### src/urx_pkg.sv
// package with register map, field positions and constants for the receive error block
`default_nettype none
package urx_pkg;
   // register byte offsets
   localparam logic [7:0] STATUS_OFS = 8'h00;
   localparam logic [7:0] DATA_OFS = 8'h04;
   localparam logic [7:0] CTRL1_OFS = 8'h08;
   localparam logic [7:0] CTRL2_OFS = 8'h0c;
   localparam logic [7:0] DIVIDER_OFS = 8'h10;
   localparam logic [7:0] POWER_OFS = 8'h14;
   // status fields
   localparam int ST_PARITY = 0;
   localparam int ST_FRAMING = 1;
   localparam int ST_NOISE = 2;
   localparam int ST_OVERRUN = 3;
   localparam int ST_RXIDLE = 4;
   localparam int ST_RXAVAIL = 5;
   localparam int ST_TXIDLE = 6;
   localparam int ST_TXEMPTY = 7;
   // control one fields
   localparam int C1_PORT_EN = 7;
   localparam int C1_NINE = 6;
   localparam int C1_PAR_EN = 5;
   localparam int C1_PAR_ODD = 4;
   localparam int C1_TWO_STOP = 3;
   // control two fields
   localparam int C2_RX_EN = 6;
   localparam int C2_ADDR_DET = 5;
   localparam int C2_WAKE = 3;
   localparam int C2_RX_IRQ = 2;
   localparam int C2_TXIDLE_IRQ = 1;
   localparam int C2_TXEMPTY_IRQ = 0;
   // power register fields
   localparam int PW_CLK_OFF = 0;
   localparam int PW_GLOBAL_IRQ = 1;
   localparam int PW_SERIAL_IRQ = 2;
   // reset values
   localparam logic [7:0] CTRL_RESET = 8'h00;
   localparam logic [7:0] DIVIDER_RESET = 8'h00;
   // oversampling and timing
   localparam int OVERSAMPLE = 16;
   localparam int STARTUP_NS = 2000;
   localparam int CLK_NS = 100;
   localparam int STARTUP_CYCLES = (STARTUP_NS + CLK_NS - 1) / CLK_NS;
   localparam int FIFO_DEPTH = 2;
endpackage
`default_nettype wire

### src/urx_error_irq.sv
// receive path with error flags, interrupt pulse, address detect and rx wake-up
// What this block does
// - buffer holds two characters while a third shifts in; late reads overrun
// - on overrun set flag, keep buffer, drop shifter word, interrupt if enabled
// - overrun flag clears after status access then data read, or when the receiver is disabled
// - noisy frame still stored; noise flag rises with data-available, no own interrupt
// - noise flag clears after status read then data read
// - framing error when first stop bit samples low; second stop unchecked
// - framed-bad character still stored; reset clears framing flag
// - parity error flagged when enabled and wrong; word stored; reset clears
// - each interrupt request is an active-low pulse
// - sources: tx empty, tx idle, rx available, overrun, address, wake-up
// - tx sources have own enables; rx sources share one enable
// - flags are read-only and clear by defined access sequences; overrun also clears when the receiver is disabled
// - address detect: data-available interrupt only when top received bit is high
// - without address detect every data-available set interrupts
// - stopped clock pauses reception, resumes when clock returns
// - idle or sleep leaves all registers unchanged
// - clock off with wake, enable, rx enable, rx irq: falling rx wakes
// - rx data ignored during startup delay; wake interrupt after it
// - without global and serial irq enables wake-up gives no interrupt
// - data-available flag clears only after status access then data read
// - each bit level is a majority vote of three rx samples
`default_nettype none
module urx_error_irq #(
   parameter int STARTUP = urx_pkg::STARTUP_CYCLES
) (
   // clock and reset
   input wire logic ref_clk,
   input wire logic reset_n,
   // apb slave
   input wire logic psel,
   input wire logic penable,
   input wire logic pwrite,
   input wire logic [7:0] paddr,
   input wire logic [31:0] pwdata,
   output logic [31:0] prdata,
   output logic pready,
   output logic pslverr,
   // serial line and transmitter status
   input wire logic rxLine,
   input wire logic txEmpty,
   input wire logic txIdle,
   // processor side
   output logic irqPulse_n,
   output logic wakeRequest
);
   typedef enum {RX_IDLE, RX_START, RX_DATA, RX_PARITY, RX_STOP, RX_WAITHIGH} urx_state_t;
   urx_state_t state;
   logic [7:0] ctrlOne, ctrlTwo, divider, power;
   logic [7:0] baudCount;
   logic [3:0] phase, bitCount;
   logic [8:0] shifter;
   logic parityAcc, noiseSeen, parBit;
   logic voted, noisy, sampleTick, clkRun, rxEnabled;
   logic push, full, empty, pop;
   logic [11:0] pushData, headData;
   logic overrun, statusArmed, prevRx, prevAvail;
   logic [15:0] startCount;
   logic waking, wakeDone;
   logic rxEvent, ovEvent, irqAny, prevTxEmpty, prevTxIdle;
   logic apbWrite, apbRead, dataRead, statusRead;
   logic frameEnd;
   logic [7:0] statusByte;

   // the startup counter is sixteen bits wide
   if (STARTUP < 1 || STARTUP > 65535) begin : g_startup_check
      $error("STARTUP must lie between 1 and 65535");
   end

   assign apbWrite = psel && penable && pwrite;
   assign apbRead = psel && penable && !pwrite;
   assign pready = 1'b1;
   assign pslverr = psel && penable && (paddr > urx_pkg::POWER_OFS || paddr[1:0] != 2'b00);
   assign statusRead = psel && penable && paddr == urx_pkg::STATUS_OFS;
   assign dataRead = apbRead && paddr == urx_pkg::DATA_OFS;
   assign clkRun = !power[urx_pkg::PW_CLK_OFF] && !waking;
   assign rxEnabled = ctrlOne[urx_pkg::C1_PORT_EN] && ctrlTwo[urx_pkg::C2_RX_EN];

   // control registers hold through idle and sleep
   always_ff @(posedge ref_clk) begin
      if (!reset_n) begin
         ctrlOne <= urx_pkg::CTRL_RESET;
      end else if (apbWrite && paddr == urx_pkg::CTRL1_OFS) begin
         ctrlOne <= pwdata[7:0];
      end
   end

   always_ff @(posedge ref_clk) begin
      if (!reset_n) begin
         ctrlTwo <= urx_pkg::CTRL_RESET;
      end else if (apbWrite && paddr == urx_pkg::CTRL2_OFS) begin
         ctrlTwo <= pwdata[7:0];
      end
   end

   always_ff @(posedge ref_clk) begin
      if (!reset_n) begin
         divider <= urx_pkg::DIVIDER_RESET;
      end else if (apbWrite && paddr == urx_pkg::DIVIDER_OFS) begin
         divider <= pwdata[7:0];
      end
   end

   // power register; clock-off is cleared by hardware when the startup delay ends
   always_ff @(posedge ref_clk) begin
      if (!reset_n) begin
         power <= urx_pkg::CTRL_RESET;
      end else if (apbWrite && paddr == urx_pkg::POWER_OFS) begin
         power <= pwdata[7:0];
      end else if (wakeDone) begin
         power[urx_pkg::PW_CLK_OFF] <= 1'b0;
      end
   end

   // oversampling tick, frozen while the clock is off
   always_ff @(posedge ref_clk) begin
      if (!reset_n) begin
         baudCount <= 8'h00;
      end else if (clkRun) begin
         baudCount <= (baudCount >= divider) ? 8'h00 : baudCount + 8'h01;
      end
   end
   assign sampleTick = clkRun && baudCount >= divider;

   urx_sampler sampler (
      .ref_clk(ref_clk),
      .reset_n(reset_n),
      .sampleTick(sampleTick),
      .rxLine(rxLine),
      .voted(voted),
      .noisy(noisy)
   );

   // receive frame state machine
   assign parBit = ctrlOne[urx_pkg::C1_PAR_ODD] ^ parityAcc;
   always_ff @(posedge ref_clk) begin
      if (!reset_n || !rxEnabled) begin
         state <= RX_IDLE;
         phase <= 4'h0;
         bitCount <= 4'h0;
         shifter <= 9'h000;
         parityAcc <= 1'b0;
      end else begin
         if (sampleTick) begin
            phase <= phase + 4'h1;
            case (state)
               RX_IDLE: begin
                  phase <= 4'h0;
                  if (!voted) state <= RX_START;
               end
               RX_START: if (phase == 4'(urx_pkg::OVERSAMPLE / 2)) begin
                  phase <= 4'h0;
                  bitCount <= 4'h0;
                  parityAcc <= 1'b0;
                  state <= voted ? RX_IDLE : RX_DATA;
               end
               RX_DATA: if (phase == 4'(urx_pkg::OVERSAMPLE - 1)) begin
                  shifter <= ctrlOne[urx_pkg::C1_NINE] ? {voted, shifter[8:1]} : {1'b0, voted, shifter[7:1]};
                  parityAcc <= parityAcc ^ voted;
                  bitCount <= bitCount + 4'h1;
                  if (bitCount == (ctrlOne[urx_pkg::C1_NINE] ? 4'h8 : 4'h7)) begin
                     state <= ctrlOne[urx_pkg::C1_PAR_EN] ? RX_PARITY : RX_STOP;
                  end
               end
               RX_PARITY: if (phase == 4'(urx_pkg::OVERSAMPLE - 1)) begin
                  parityAcc <= parityAcc ^ voted;
                  state <= RX_STOP;
               end
               RX_STOP: if (phase == 4'(urx_pkg::OVERSAMPLE - 1)) begin
                  // only the first stop bit is checked
                  state <= voted ? RX_IDLE : RX_WAITHIGH;
               end
               RX_WAITHIGH: if (voted) state <= RX_IDLE;
               default: state <= RX_IDLE;
            endcase
         end
      end
   end

   assign frameEnd = sampleTick && state == RX_STOP && phase == 4'(urx_pkg::OVERSAMPLE - 1);

   // noise is looked at wherever a bit level is taken
   always_ff @(posedge ref_clk) begin
      if (!reset_n || !rxEnabled) begin
         noiseSeen <= 1'b0;
      end else if (sampleTick) begin
         if (state == RX_IDLE) begin
            noiseSeen <= 1'b0;
         end else if (phase == (state == RX_START ? 4'(urx_pkg::OVERSAMPLE / 2) : 4'(urx_pkg::OVERSAMPLE - 1))) begin
            noiseSeen <= noiseSeen | noisy;
         end
      end
   end

   // a finished frame goes to the buffer with its error bits unless the buffer is full
   always_ff @(posedge ref_clk) begin
      if (!reset_n || !rxEnabled) begin
         push <= 1'b0;
         pushData <= 12'h000;
      end else begin
         push <= frameEnd && !full;
         if (frameEnd && !full) begin
            pushData <= {noiseSeen | noisy, !voted, ctrlOne[urx_pkg::C1_PAR_EN] && (parBit != 1'b0), shifter};
         end
      end
   end

   // overrun: a frame ending against a full buffer sets it, the access sequence clears it
   always_ff @(posedge ref_clk) begin
      if (!reset_n || !rxEnabled) begin
         overrun <= 1'b0;
      end else if (ovEvent) begin
         overrun <= 1'b1;
      end else if (dataRead && statusArmed) begin
         overrun <= 1'b0;
      end
   end

   urx_fifo #(.WIDTH(12), .DEPTH(urx_pkg::FIFO_DEPTH)) fifo (
      .ref_clk(ref_clk),
      .reset_n(reset_n),
      .push(push),
      .pushData(pushData),
      .full(full),
      .pop(pop),
      .headData(headData),
      .empty(empty)
   );

   // a status access arms the next data read to pop and clear
   always_ff @(posedge ref_clk) begin
      if (!reset_n) begin
         statusArmed <= 1'b0;
      end else if (statusRead) begin
         statusArmed <= 1'b1;
      end else if (dataRead) begin
         statusArmed <= 1'b0;
      end
   end
   assign pop = dataRead && statusArmed;

   // status byte; noise, framing and parity bits describe the entry at the head of the buffer, overrun is a separate flag
   always_comb begin
      statusByte = 8'h00;
      statusByte[urx_pkg::ST_TXEMPTY] = txEmpty;
      statusByte[urx_pkg::ST_TXIDLE] = txIdle;
      statusByte[urx_pkg::ST_RXAVAIL] = !empty;
      statusByte[urx_pkg::ST_RXIDLE] = state == RX_IDLE;
      statusByte[urx_pkg::ST_OVERRUN] = overrun;
      statusByte[urx_pkg::ST_NOISE] = !empty && headData[11];
      statusByte[urx_pkg::ST_FRAMING] = !empty && headData[10];
      statusByte[urx_pkg::ST_PARITY] = !empty && headData[9];
   end

   // read data register
   always_ff @(posedge ref_clk) begin
      if (!reset_n) begin
         prdata <= 32'h0000_0000;
      end else if (psel && !penable && !pwrite) begin
         case (paddr)
            urx_pkg::STATUS_OFS: prdata <= {24'h000000, statusByte};
            urx_pkg::DATA_OFS: prdata <= {23'h000000, headData[8:0]};
            urx_pkg::CTRL1_OFS: prdata <= {24'h000000, ctrlOne};
            urx_pkg::CTRL2_OFS: prdata <= {24'h000000, ctrlTwo};
            urx_pkg::DIVIDER_OFS: prdata <= {24'h000000, divider};
            urx_pkg::POWER_OFS: prdata <= {24'h000000, power};
            default: prdata <= 32'h0000_0000;
         endcase
      end
   end

   // previous rx level for the falling-edge detector, idle high
   always_ff @(posedge ref_clk) begin
      if (!reset_n) begin
         prevRx <= 1'b1;
      end else begin
         prevRx <= rxLine;
      end
   end

   // wake-up: falling rx while clock off, then startup delay
   always_ff @(posedge ref_clk) begin
      if (!reset_n) begin
         waking <= 1'b0;
         startCount <= 16'h0000;
      end else begin
         if (power[urx_pkg::PW_CLK_OFF] && !waking && ctrlTwo[urx_pkg::C2_WAKE] && rxEnabled
             && ctrlTwo[urx_pkg::C2_RX_IRQ] && prevRx && !rxLine) begin
            waking <= 1'b1;
            startCount <= 16'(STARTUP);
         end else if (waking) begin
            startCount <= startCount - 16'h0001;
            if (startCount == 16'h0001) begin
               waking <= 1'b0;
            end
         end
      end
   end

   // one-cycle strobe when the startup delay runs out
   always_ff @(posedge ref_clk) begin
      if (!reset_n) begin
         wakeDone <= 1'b0;
      end else begin
         wakeDone <= waking && startCount == 16'h0001;
      end
   end
   assign wakeRequest = waking;

   // a push is seen one cycle later as the data-available event
   always_ff @(posedge ref_clk) begin
      if (!reset_n) begin
         prevAvail <= 1'b0;
      end else begin
         prevAvail <= push;
      end
   end

   // transmitter status levels for rising-edge detection
   always_ff @(posedge ref_clk) begin
      if (!reset_n) begin
         prevTxEmpty <= 1'b0;
         prevTxIdle <= 1'b0;
      end else begin
         prevTxEmpty <= txEmpty;
         prevTxIdle <= txIdle;
      end
   end

   // one low cycle per event, only with both processor enables
   always_ff @(posedge ref_clk) begin
      if (!reset_n) begin
         irqPulse_n <= 1'b1;
      end else begin
         irqPulse_n <= !(irqAny && power[urx_pkg::PW_GLOBAL_IRQ] && power[urx_pkg::PW_SERIAL_IRQ]);
      end
   end
   // address detect qualifies the data-available source
   assign rxEvent = prevAvail && (!ctrlTwo[urx_pkg::C2_ADDR_DET] ||
      (ctrlOne[urx_pkg::C1_NINE] ? pushData[8] : pushData[7]));
   assign ovEvent = frameEnd && full;
   assign irqAny = (ctrlTwo[urx_pkg::C2_RX_IRQ] && (rxEvent || ovEvent))
      || (ctrlTwo[urx_pkg::C2_TXEMPTY_IRQ] && txEmpty && !prevTxEmpty)
      || (ctrlTwo[urx_pkg::C2_TXIDLE_IRQ] && txIdle && !prevTxIdle)
      || wakeDone;
endmodule // urx_error_irq
`default_nettype wire

### src/urx_sampler.sv
// majority vote over three samples of the receive line
`default_nettype none
module urx_sampler (
   // clock and reset
   input wire logic ref_clk,
   input wire logic reset_n,
   // line
   input wire logic sampleTick,
   input wire logic rxLine,
   output logic voted,
   output logic noisy
);
   logic [2:0] taps;
   always_ff @(posedge ref_clk) begin
      if (!reset_n) begin
         taps <= 3'h7;
      end else if (sampleTick) begin
         taps <= {taps[1:0], rxLine};
      end
   end
   // majority of three, disagreement marks noise
   always_ff @(posedge ref_clk) begin
      if (!reset_n) begin
         voted <= 1'b1;
         noisy <= 1'b0;
      end else begin
         voted <= (taps[0] & taps[1]) | (taps[1] & taps[2]) | (taps[0] & taps[2]);
         noisy <= !((taps == 3'h0) || (taps == 3'h7));
      end
   end
endmodule // urx_sampler
`default_nettype wire

### src/urx_fifo.sv
// two-entry receive holding buffer with word and error bits
`default_nettype none
module urx_fifo #(
   parameter int WIDTH = 12,
   parameter int DEPTH = 2
) (
   // clock and reset
   input wire logic ref_clk,
   input wire logic reset_n,
   // write side
   input wire logic push,
   input wire logic [WIDTH-1:0] pushData,
   output logic full,
   // read side
   input wire logic pop,
   output logic [WIDTH-1:0] headData,
   output logic empty
);
   logic [WIDTH-1:0] store [DEPTH];
   logic [1:0] count;
   if (DEPTH != 2) begin : g_depth_check
      $error("urx_fifo supports depth 2 only");
   end
   assign full = (count == 2'd2);
   assign empty = (count == 2'd0);
   always_ff @(posedge ref_clk) begin
      if (!reset_n) begin
         count <= 2'd0;
      end else begin
         count <= count + {1'b0, push && !full} - {1'b0, pop && !empty};
      end
   end
   always_ff @(posedge ref_clk) begin
      if (pop && !empty) begin
         store[0] <= store[1];
         if (push && count == 2'd2) store[1] <= pushData;
         if (push && count == 2'd1) store[0] <= pushData;
      end else if (push && !full) begin
         store[count[0]] <= pushData;
      end
   end
   assign headData = store[0];
endmodule // urx_fifo
`default_nettype wire

### config.mk
export PLATFORM = sky130hd
export DESIGN_NAME = urx_error_irq
export DESIGN_NICKNAME = d
export VERILOG_FILES = /design/src/urx_pkg.sv /design/src/urx_error_irq.sv /design/src/urx_sampler.sv /design/src/urx_fifo.sv
export SDC_FILE = /design/constraint.sdc
export NUM_CORES = 1
export LEC_CHECK = 0
export BUFFER_PORTS_ARGS = -buffer_cell sky130_fd_sc_hd__buf_2
export CORE_MARGIN = 3
export CORE_UTILIZATION = 40
export CTS_CLUSTER_DIAMETER = 50
export DETAILED_ROUTE_END_ITERATION = 8
export PLACE_DENSITY_LB_ADDON = 0.25
export SETUP_SLACK_MARGIN = 0.3
export SYNTH_ARGS = -nofsm -noshare
export SYNTH_HDL_FRONTEND = slang
export SYNTH_SLANG_ARGS = --single-unit
export TNS_END_PERCENT = 5
### constraint.sdc
create_clock -name ref_clk -period 3.6 [get_ports ref_clk]
set_clock_uncertainty 0.05 [all_clocks]
set_input_delay 0.18 -clock ref_clk [delete_from_list [all_inputs] [get_ports ref_clk]]
set_output_delay 0.18 -clock ref_clk [all_outputs]
set_load 0.05 [all_outputs]
### Yosys cells after proc, flatten, opt, wreduce, memory -nomap -nowiden

Memory sizes are Yosys's and may differ from the RTL's.
Index checks and enable logic that the tools add are counted.

| word-level totals | value |
|---|---|
| word-level logic and storage cells | 217 |
| output and inout bits | 36 |
| RAM bits | 24 |
| bits in registers | 168 |
| input bits | 48 |
| memories | 1 |

| cells by class | value |
|---|---|
| eq/ne operators | 28 |
| add/sub/neg operators | 6 |
| muxes and demuxes | 53 |
| magnitude comparators | 2 |
| bitwise gates (word level) | 10 |
| reduce and logical (&&, ||, !) cells | 87 |

Memory list:

| memory | depth | bits a word | read ports | clocked after Yosys merged registers in | write ports | line | text |
|---|---|---|---|---|---|---|---|
| fifo.store | 2 | 12 | 2 | 0 | 2 | urx_fifo.sv:19 | `logic [WIDTH-1:0] store [DEPTH];` |

Operators by type and width:

| kind | count |
|---|---|
| 32-bit two-way mux | 7 |
| 32-bit case mux with 6 select lines | 1 |
| 32-bit by 2-bit equality test with 1-bit output, second input constant | 3 |
| 32-bit by 3-bit equality test with 1-bit output, second input constant | 2 |
| 32-bit zero test | 2 |
| 9-bit case mux with 6 select lines | 1 |
| 1-bit logical AND | 43 |
| 32-bit by 1-bit equality test with 1-bit output, second input constant | 1 |
| 32-bit by 4-bit equality test with 1-bit output, second input constant | 1 |
| 1-bit two-way mux | 27 |
| 12-bit two-way mux | 2 |
| 16-bit by 1-bit equality test with 1-bit output, second input constant | 1 |
| 8-bit by 4-bit equality test with 1-bit output, second input constant | 2 |
| 8-bit by 5-bit equality test with 1-bit output, second input constant | 2 |
| 4-bit two-way mux | 4 |
| 4-bit case mux with 2 select lines | 2 |
| 2-bit nonzero test | 8 |
| 16-bit by 1-bit subtractor with 16-bit output, second input constant | 1 |
| 1-bit zero test | 15 |
| 2-bit != test, second input constant | 6 |
| 12-bit OR reduction | 1 |
| 5-bit two-way mux | 2 |
| 3-bit two-way mux | 3 |
| 9-bit two-way mux | 1 |
| other kinds (29) | 48 |

### Longest topological paths before layout

| depth | value |
|---|---|
| depth in word-level cells | 14 |
| depth in mapped cells | 12 |
| mapped depth without buffers | 11 |

### Hierarchy

A second synthesis with hierarchy kept.

| unflattened totals | value |
|---|---|
| cell total of the unflattened synthesis | 743 |
| area, all modules | 6,905.4 um^2 |

Modules (own cells, without submodules):

| module | times used | area each (um^2) | cells each |
|---|---|---|---|
| urx_error_irq | 1 | 5,477.8 | 637 |
| urx_fifo | 1 | 1,255.0 | 89 |
| urx_sampler | 1 | 172.7 | 17 |

### Worst setup path before layout

Ideal clock, no wire load.

| timing | value |
|---|---|
| kind | input-to-reg |
| from | in paddr[1] |
| to | mem fifo.store[0][0] (enable) |
| arrival time | 2,093 ps |
| data required time | 3,152 ps |
| buffers on the path | 1 |
| cell stages on the path | 5 |
| setup slack | 1,059 ps |
| cell sequence | or4_1 -> buf_4 -> nor4_4 -> nand3_2 -> o21ai_0 |

RTL lines:

| item | line | text |
|---|---|---|
| start, declared | urx_error_irq.sv:35 | `input wire logic [7:0] paddr,` |
| end, declared | urx_fifo.sv:19 |  |

### Worst setup path after layout

| timing | value |
|---|---|
| from | reg divider[7] |
| to | reg bitCount[0] |

| on the way | value |
|---|---|
| cells in the longest elaborated chain, start to end | 3 |

RTL lines:

| item | line | text |
|---|---|---|
| start, declared | urx_error_irq.sv:50 | `logic [7:0] ctrlOne, ctrlTwo, divider, power;` |
| start signal, assigned | urx_error_irq.sv:99 | `divider <= urx_pkg::DIVIDER_RESET;` |
| start signal, assigned | urx_error_irq.sv:101 | `divider <= pwdata[7:0];` |
| 8-bit greater-or-equal comparator | urx_error_irq.sv:124 | `assign sampleTick = clkRun && baudCount >= divider;` |
| 1-bit logical AND | urx_error_irq.sv:124 |  |
| 4-bit AND reduction (no line) | n/a |  |
| end signal, assigned | urx_error_irq.sv:161 | `bitCount <= bitCount + 4'h1;` |
| end, declared | urx_error_irq.sv:52 | `logic [3:0] phase, bitCount;` |

No other way between the ends.
A chain may end at the register's enable or synchronous reset.

==> flow_summary.json <==
{
  "place.gp.congestion": 0.850,
  "grt_first_pass_wirelength_um": 25200,
  "clkTransAtPathRegs_ns": 0.06,
  "die_h_um": 135,
  "rows": 46,
  "hold_slack_ns": 0.0271,
  "layout.nets": 805,
  "min_path_type": "in2reg",
  "fill_cells": 1528,
  "syn-cell-area_um2": 6670,
  "finalSetupViolCount": 0,
  "reg2reg_to": "bitCount[0]$_SDFFE_PP0P_",
  "fmax_mhz": 352,
  "crit_chain": "inv_1 > ha_1 > and3_1 > nand3_1 > o31ai_1 > buf_4 > nand4_1 > o22ai_1",
  "power_density_nw_per_um2": 465,
  "worstSetupEndpointType": "flop",
  "tns_ns": 0,
  "cts_resized": 0,
  "vias": 5099,
  "synth.area.top_cells": "dfxtp_1, edfxtp_1, mux2i_1",
  "ys_seq_area_frac": 0.456,
  "cp_slowest_cell": "nand4_1",
  "r2r_cells": 8,
  "synth_top_area_frac": 0.348,
  "core-area_um2": 16100,
  "antenna_found_initial": 0,
  "slew_violations": 0,
  "grt_pass1_vias": 4941,
  "outcome": "finished, final reports clean",
  "reg2reg_slack_ns": 0.76,
  "routed_wl_um": 15300,
  "postCtsSetupBuffers": 0,
  "synth_cell_types": 66,
  "die_w_um": 135,
  "min-delay-start": "penable",
  "start_kind": "flop",
  "avgSynthCellArea_um2": 9.45,
  "clkLatencyLatePin_ns": 0.42,
  "rr_startpoint": "divider[7]$_SDFFE_PN0P_",
  "hold_buffers": 10,
  "syn_to_final_growth_pct": 14.7,
  "met3_usage": 0.0475,
  "cpPeakStageDelay_ns": 0.62,
  "n_antenna_cell": 0,
  "busiest_layer": "met2",
  "maxCapViolCount": 0,
  "use_met1": 0.219,
  "clock_sinks": 140,
  "drive_gt1_frac": 0.146,
  "viasPerCell": 5.26,
  "initial_core_util": 0.414,
  "dr.pass1.iters": 5,
  "synth_top_area_cell": "dfxtp_1",
  "fin_crit_sh": 0.789,
  "rsz0062_at_grt": "no",
  "grt_max_degree": 42,
  "crit_fanout": 13,
  "grt.met2_usage": 0.292,
  "dr.first_iter.drc_count": 447,
  "ys_ff_latch": 140,
  "htreeDepth": 4,
  "max_slew_margin": 0.484,
  "synth-main-ff-cell": "dfxtp_1",
  "finalCriticalPeriod_ns": 2.84,
  "grt_overflow": 0,
  "wire_per_inst_um": 15.8,
  "worstPathArrival_ns": 3.12,
  "synth_edf_count": 24,
  "async_reset_ff_frac": 0,
  "cts_buffers": 17,
  "synth_cells": 706,
  "vdd_ir_drop_max_v": 0.000347,
  "cp.required_ns": 3.88,
  "worstSetupPathType": "reg2reg",
  "yosys_warnings": 0,
  "drc": 0,
  "detail-route-antenna-nets": 0,
  "ios": 84,
  "ctsRootBufferMaster": "clkbuf_16",
  "cts_tree": "built",
  "cts.path.max_buffers": 2,
  "dieArea_um2": 18300,
  "gr-usage-all-layers": 0.174,
  "hold_depth": 3,
  "worst_slew_pin_slew_ns": 0.771,
  "port_buffers": 35,
  "holdPathEnd": "statusArmed$_SDFFE_PN0P_",
  "finalHoldViolations": 0,
  "place_hpwl_um": 11000,
  "p_leak_uw": 0.00299
}
-- layout by cell type, fill, tap and decap left out, types with 11 or more instances in the layout --
| cell type | instances |
|---|---|
| o21ai_0 | 23 |
| and3_1 | 11 |
| dfxtp_1 | 116 |
| ha_1 | 16 |
| buf_2 | 35 |
| mux2i_1 | 44 |
| nor2_1 | 64 |
| mux2_2 | 15 |
| inv_1 | 19 |
| conb_1 | 24 |
| nand3_1 | 22 |
| a21oi_1 | 37 |
| xor2_1 | 14 |
| edfxtp_1 | 24 |
| nor3_1 | 12 |
| nand2_1 | 91 |
| clkbuf_16 | 18 |
-- synthesized netlist by cell type (all sizes together), types with 19 or more instances --
cell / instances
dfxtp: 116
nand2: 91
nor2: 65
mux2i: 44
a21oi: 37
buf: 35
mux2: 25
clkbuf: 24
edfxtp: 24
nand3: 24
o21ai: 23
inv: 19
-- per-stage QoR --
stage               total power, uW  worst slack [ns]  std cells  utilization  cell area, um2
floorplan                      1760              1.06        728            -            6760
global placement               1770             0.856        928        0.430            6930
detailed placement             1770             0.768        928        0.430            6930
CTS                            3590             0.735        970        0.475            7650
global route                   3680             0.469        970        0.475            7650
finish                         3560             0.758        970        0.475            7650
-- cell families (layout without fill, tap and decap cells) --
| logic type | after synthesis | after routing | share of synthesized area |
|---|---|---|---|
| simple gates | 269 | 269 | 0.205 |
| flops | 140 | 140 | 0.456 |
| compound gates | 108 | 108 | 0.103 |
| buf+inv | 78 | 104 | 0.0600 |
| mux | 69 | 69 | 0.114 |
| xor+xnor | 24 | 24 | 0.0315 |
| fa+ha+maj | 16 | 16 | 0.0300 |
| other cells | 2 | 24 | 0.00113 |
-- power by group --
group | total [uW] | internal [uW] | switching, uW
Clock | 1810 | 1140 | 674
Sequential | 1600 | 1590 | 4.25
Combinational | 151 | 32.1 | 119
-- worst max path at each step --
stage / start / to / slack (ns) / depth (start not counted)
after detailed placement: baudCount[0]$_SDFFE_PN0P_ / shifter[4]$_SDFFE_PP0P_ / 0.77 / 8
after global routing: baudCount[0]$_SDFFE_PN0P_ / shifter[8]$_SDFFE_PP0P_ / 0.47 / 8
after CTS: divider[7]$_SDFFE_PN0P_ / bitCount[0]$_SDFFE_PP0P_ / 0.73 / 8
after floorplan: paddr[1] / fifo.store[0][0]$_DFFE_PP_ / 1.06 / 5
after global placement: paddr[1] / fifo.store[0][6]$_DFFE_PP_ / 0.86 / 6
final: divider[7]$_SDFFE_PN0P_ / bitCount[0]$_SDFFE_PP0P_ / 0.76 / 8
-- registers in the layout, indices dropped and copies added (netlist names), 2 cells and up --
| name | cells |
|---|---|
| shifter | 9 |
| prdata | 9 |
| bitCount | 4 |
| sampler.taps | 3 |
| ctrlTwo | 8 |
| divider | 8 |
| phase | 4 |
| pushData | 12 |
| state | 3 |
| baudCount | 8 |
| ctrlOne | 8 |
| startCount | 16 |
| fifo.store | 24 |
| fifo.count | 2 |
| power | 8 |
-- critical path, delay by kind of cell (launching register included) --
kind	cells	cell delay (ns)
AOI/OAI and AO/OA	2	0.74
adders and majority gates	1	0.33
buffers and inverters	2	0.35
DFF	1	0.39
and+or+nand+nor	3	0.90
-- final cells by class --
| cell class | count | area [um2] | share of cell area |
|---|---|---|---|
| Tap cell | 216 | 270 | 0.0353 |
| Timing Repair Buffer | 53 | 335 | 0.0438 |
| Multi-Input combinational cell | 510 | 3310 | 0.433 |
| Sequential cell | 140 | 3040 | 0.398 |
| Clock buffer | 20 | 458 | 0.0599 |
| Inverter | 19 | 71.3 | 0.00932 |
| Clock inverter | 12 | 161 | 0.0211 |
-- per-layer routing --
| metal | wire, um | part of all wire | up-vias |
|---|---|---|---|
| met2 | 7600 | 0.50 | 117 |
| met3 | 632 | 0.041 | 18 |
| met5 | 0 | 0 | - |
| met1 | 6900 | 0.45 | 2429 |
| li1 | - | - | 2535 |
| met4 | 200 | 0.013 | 0 |
No activity file was read; power rests on OpenSTA's default activity.
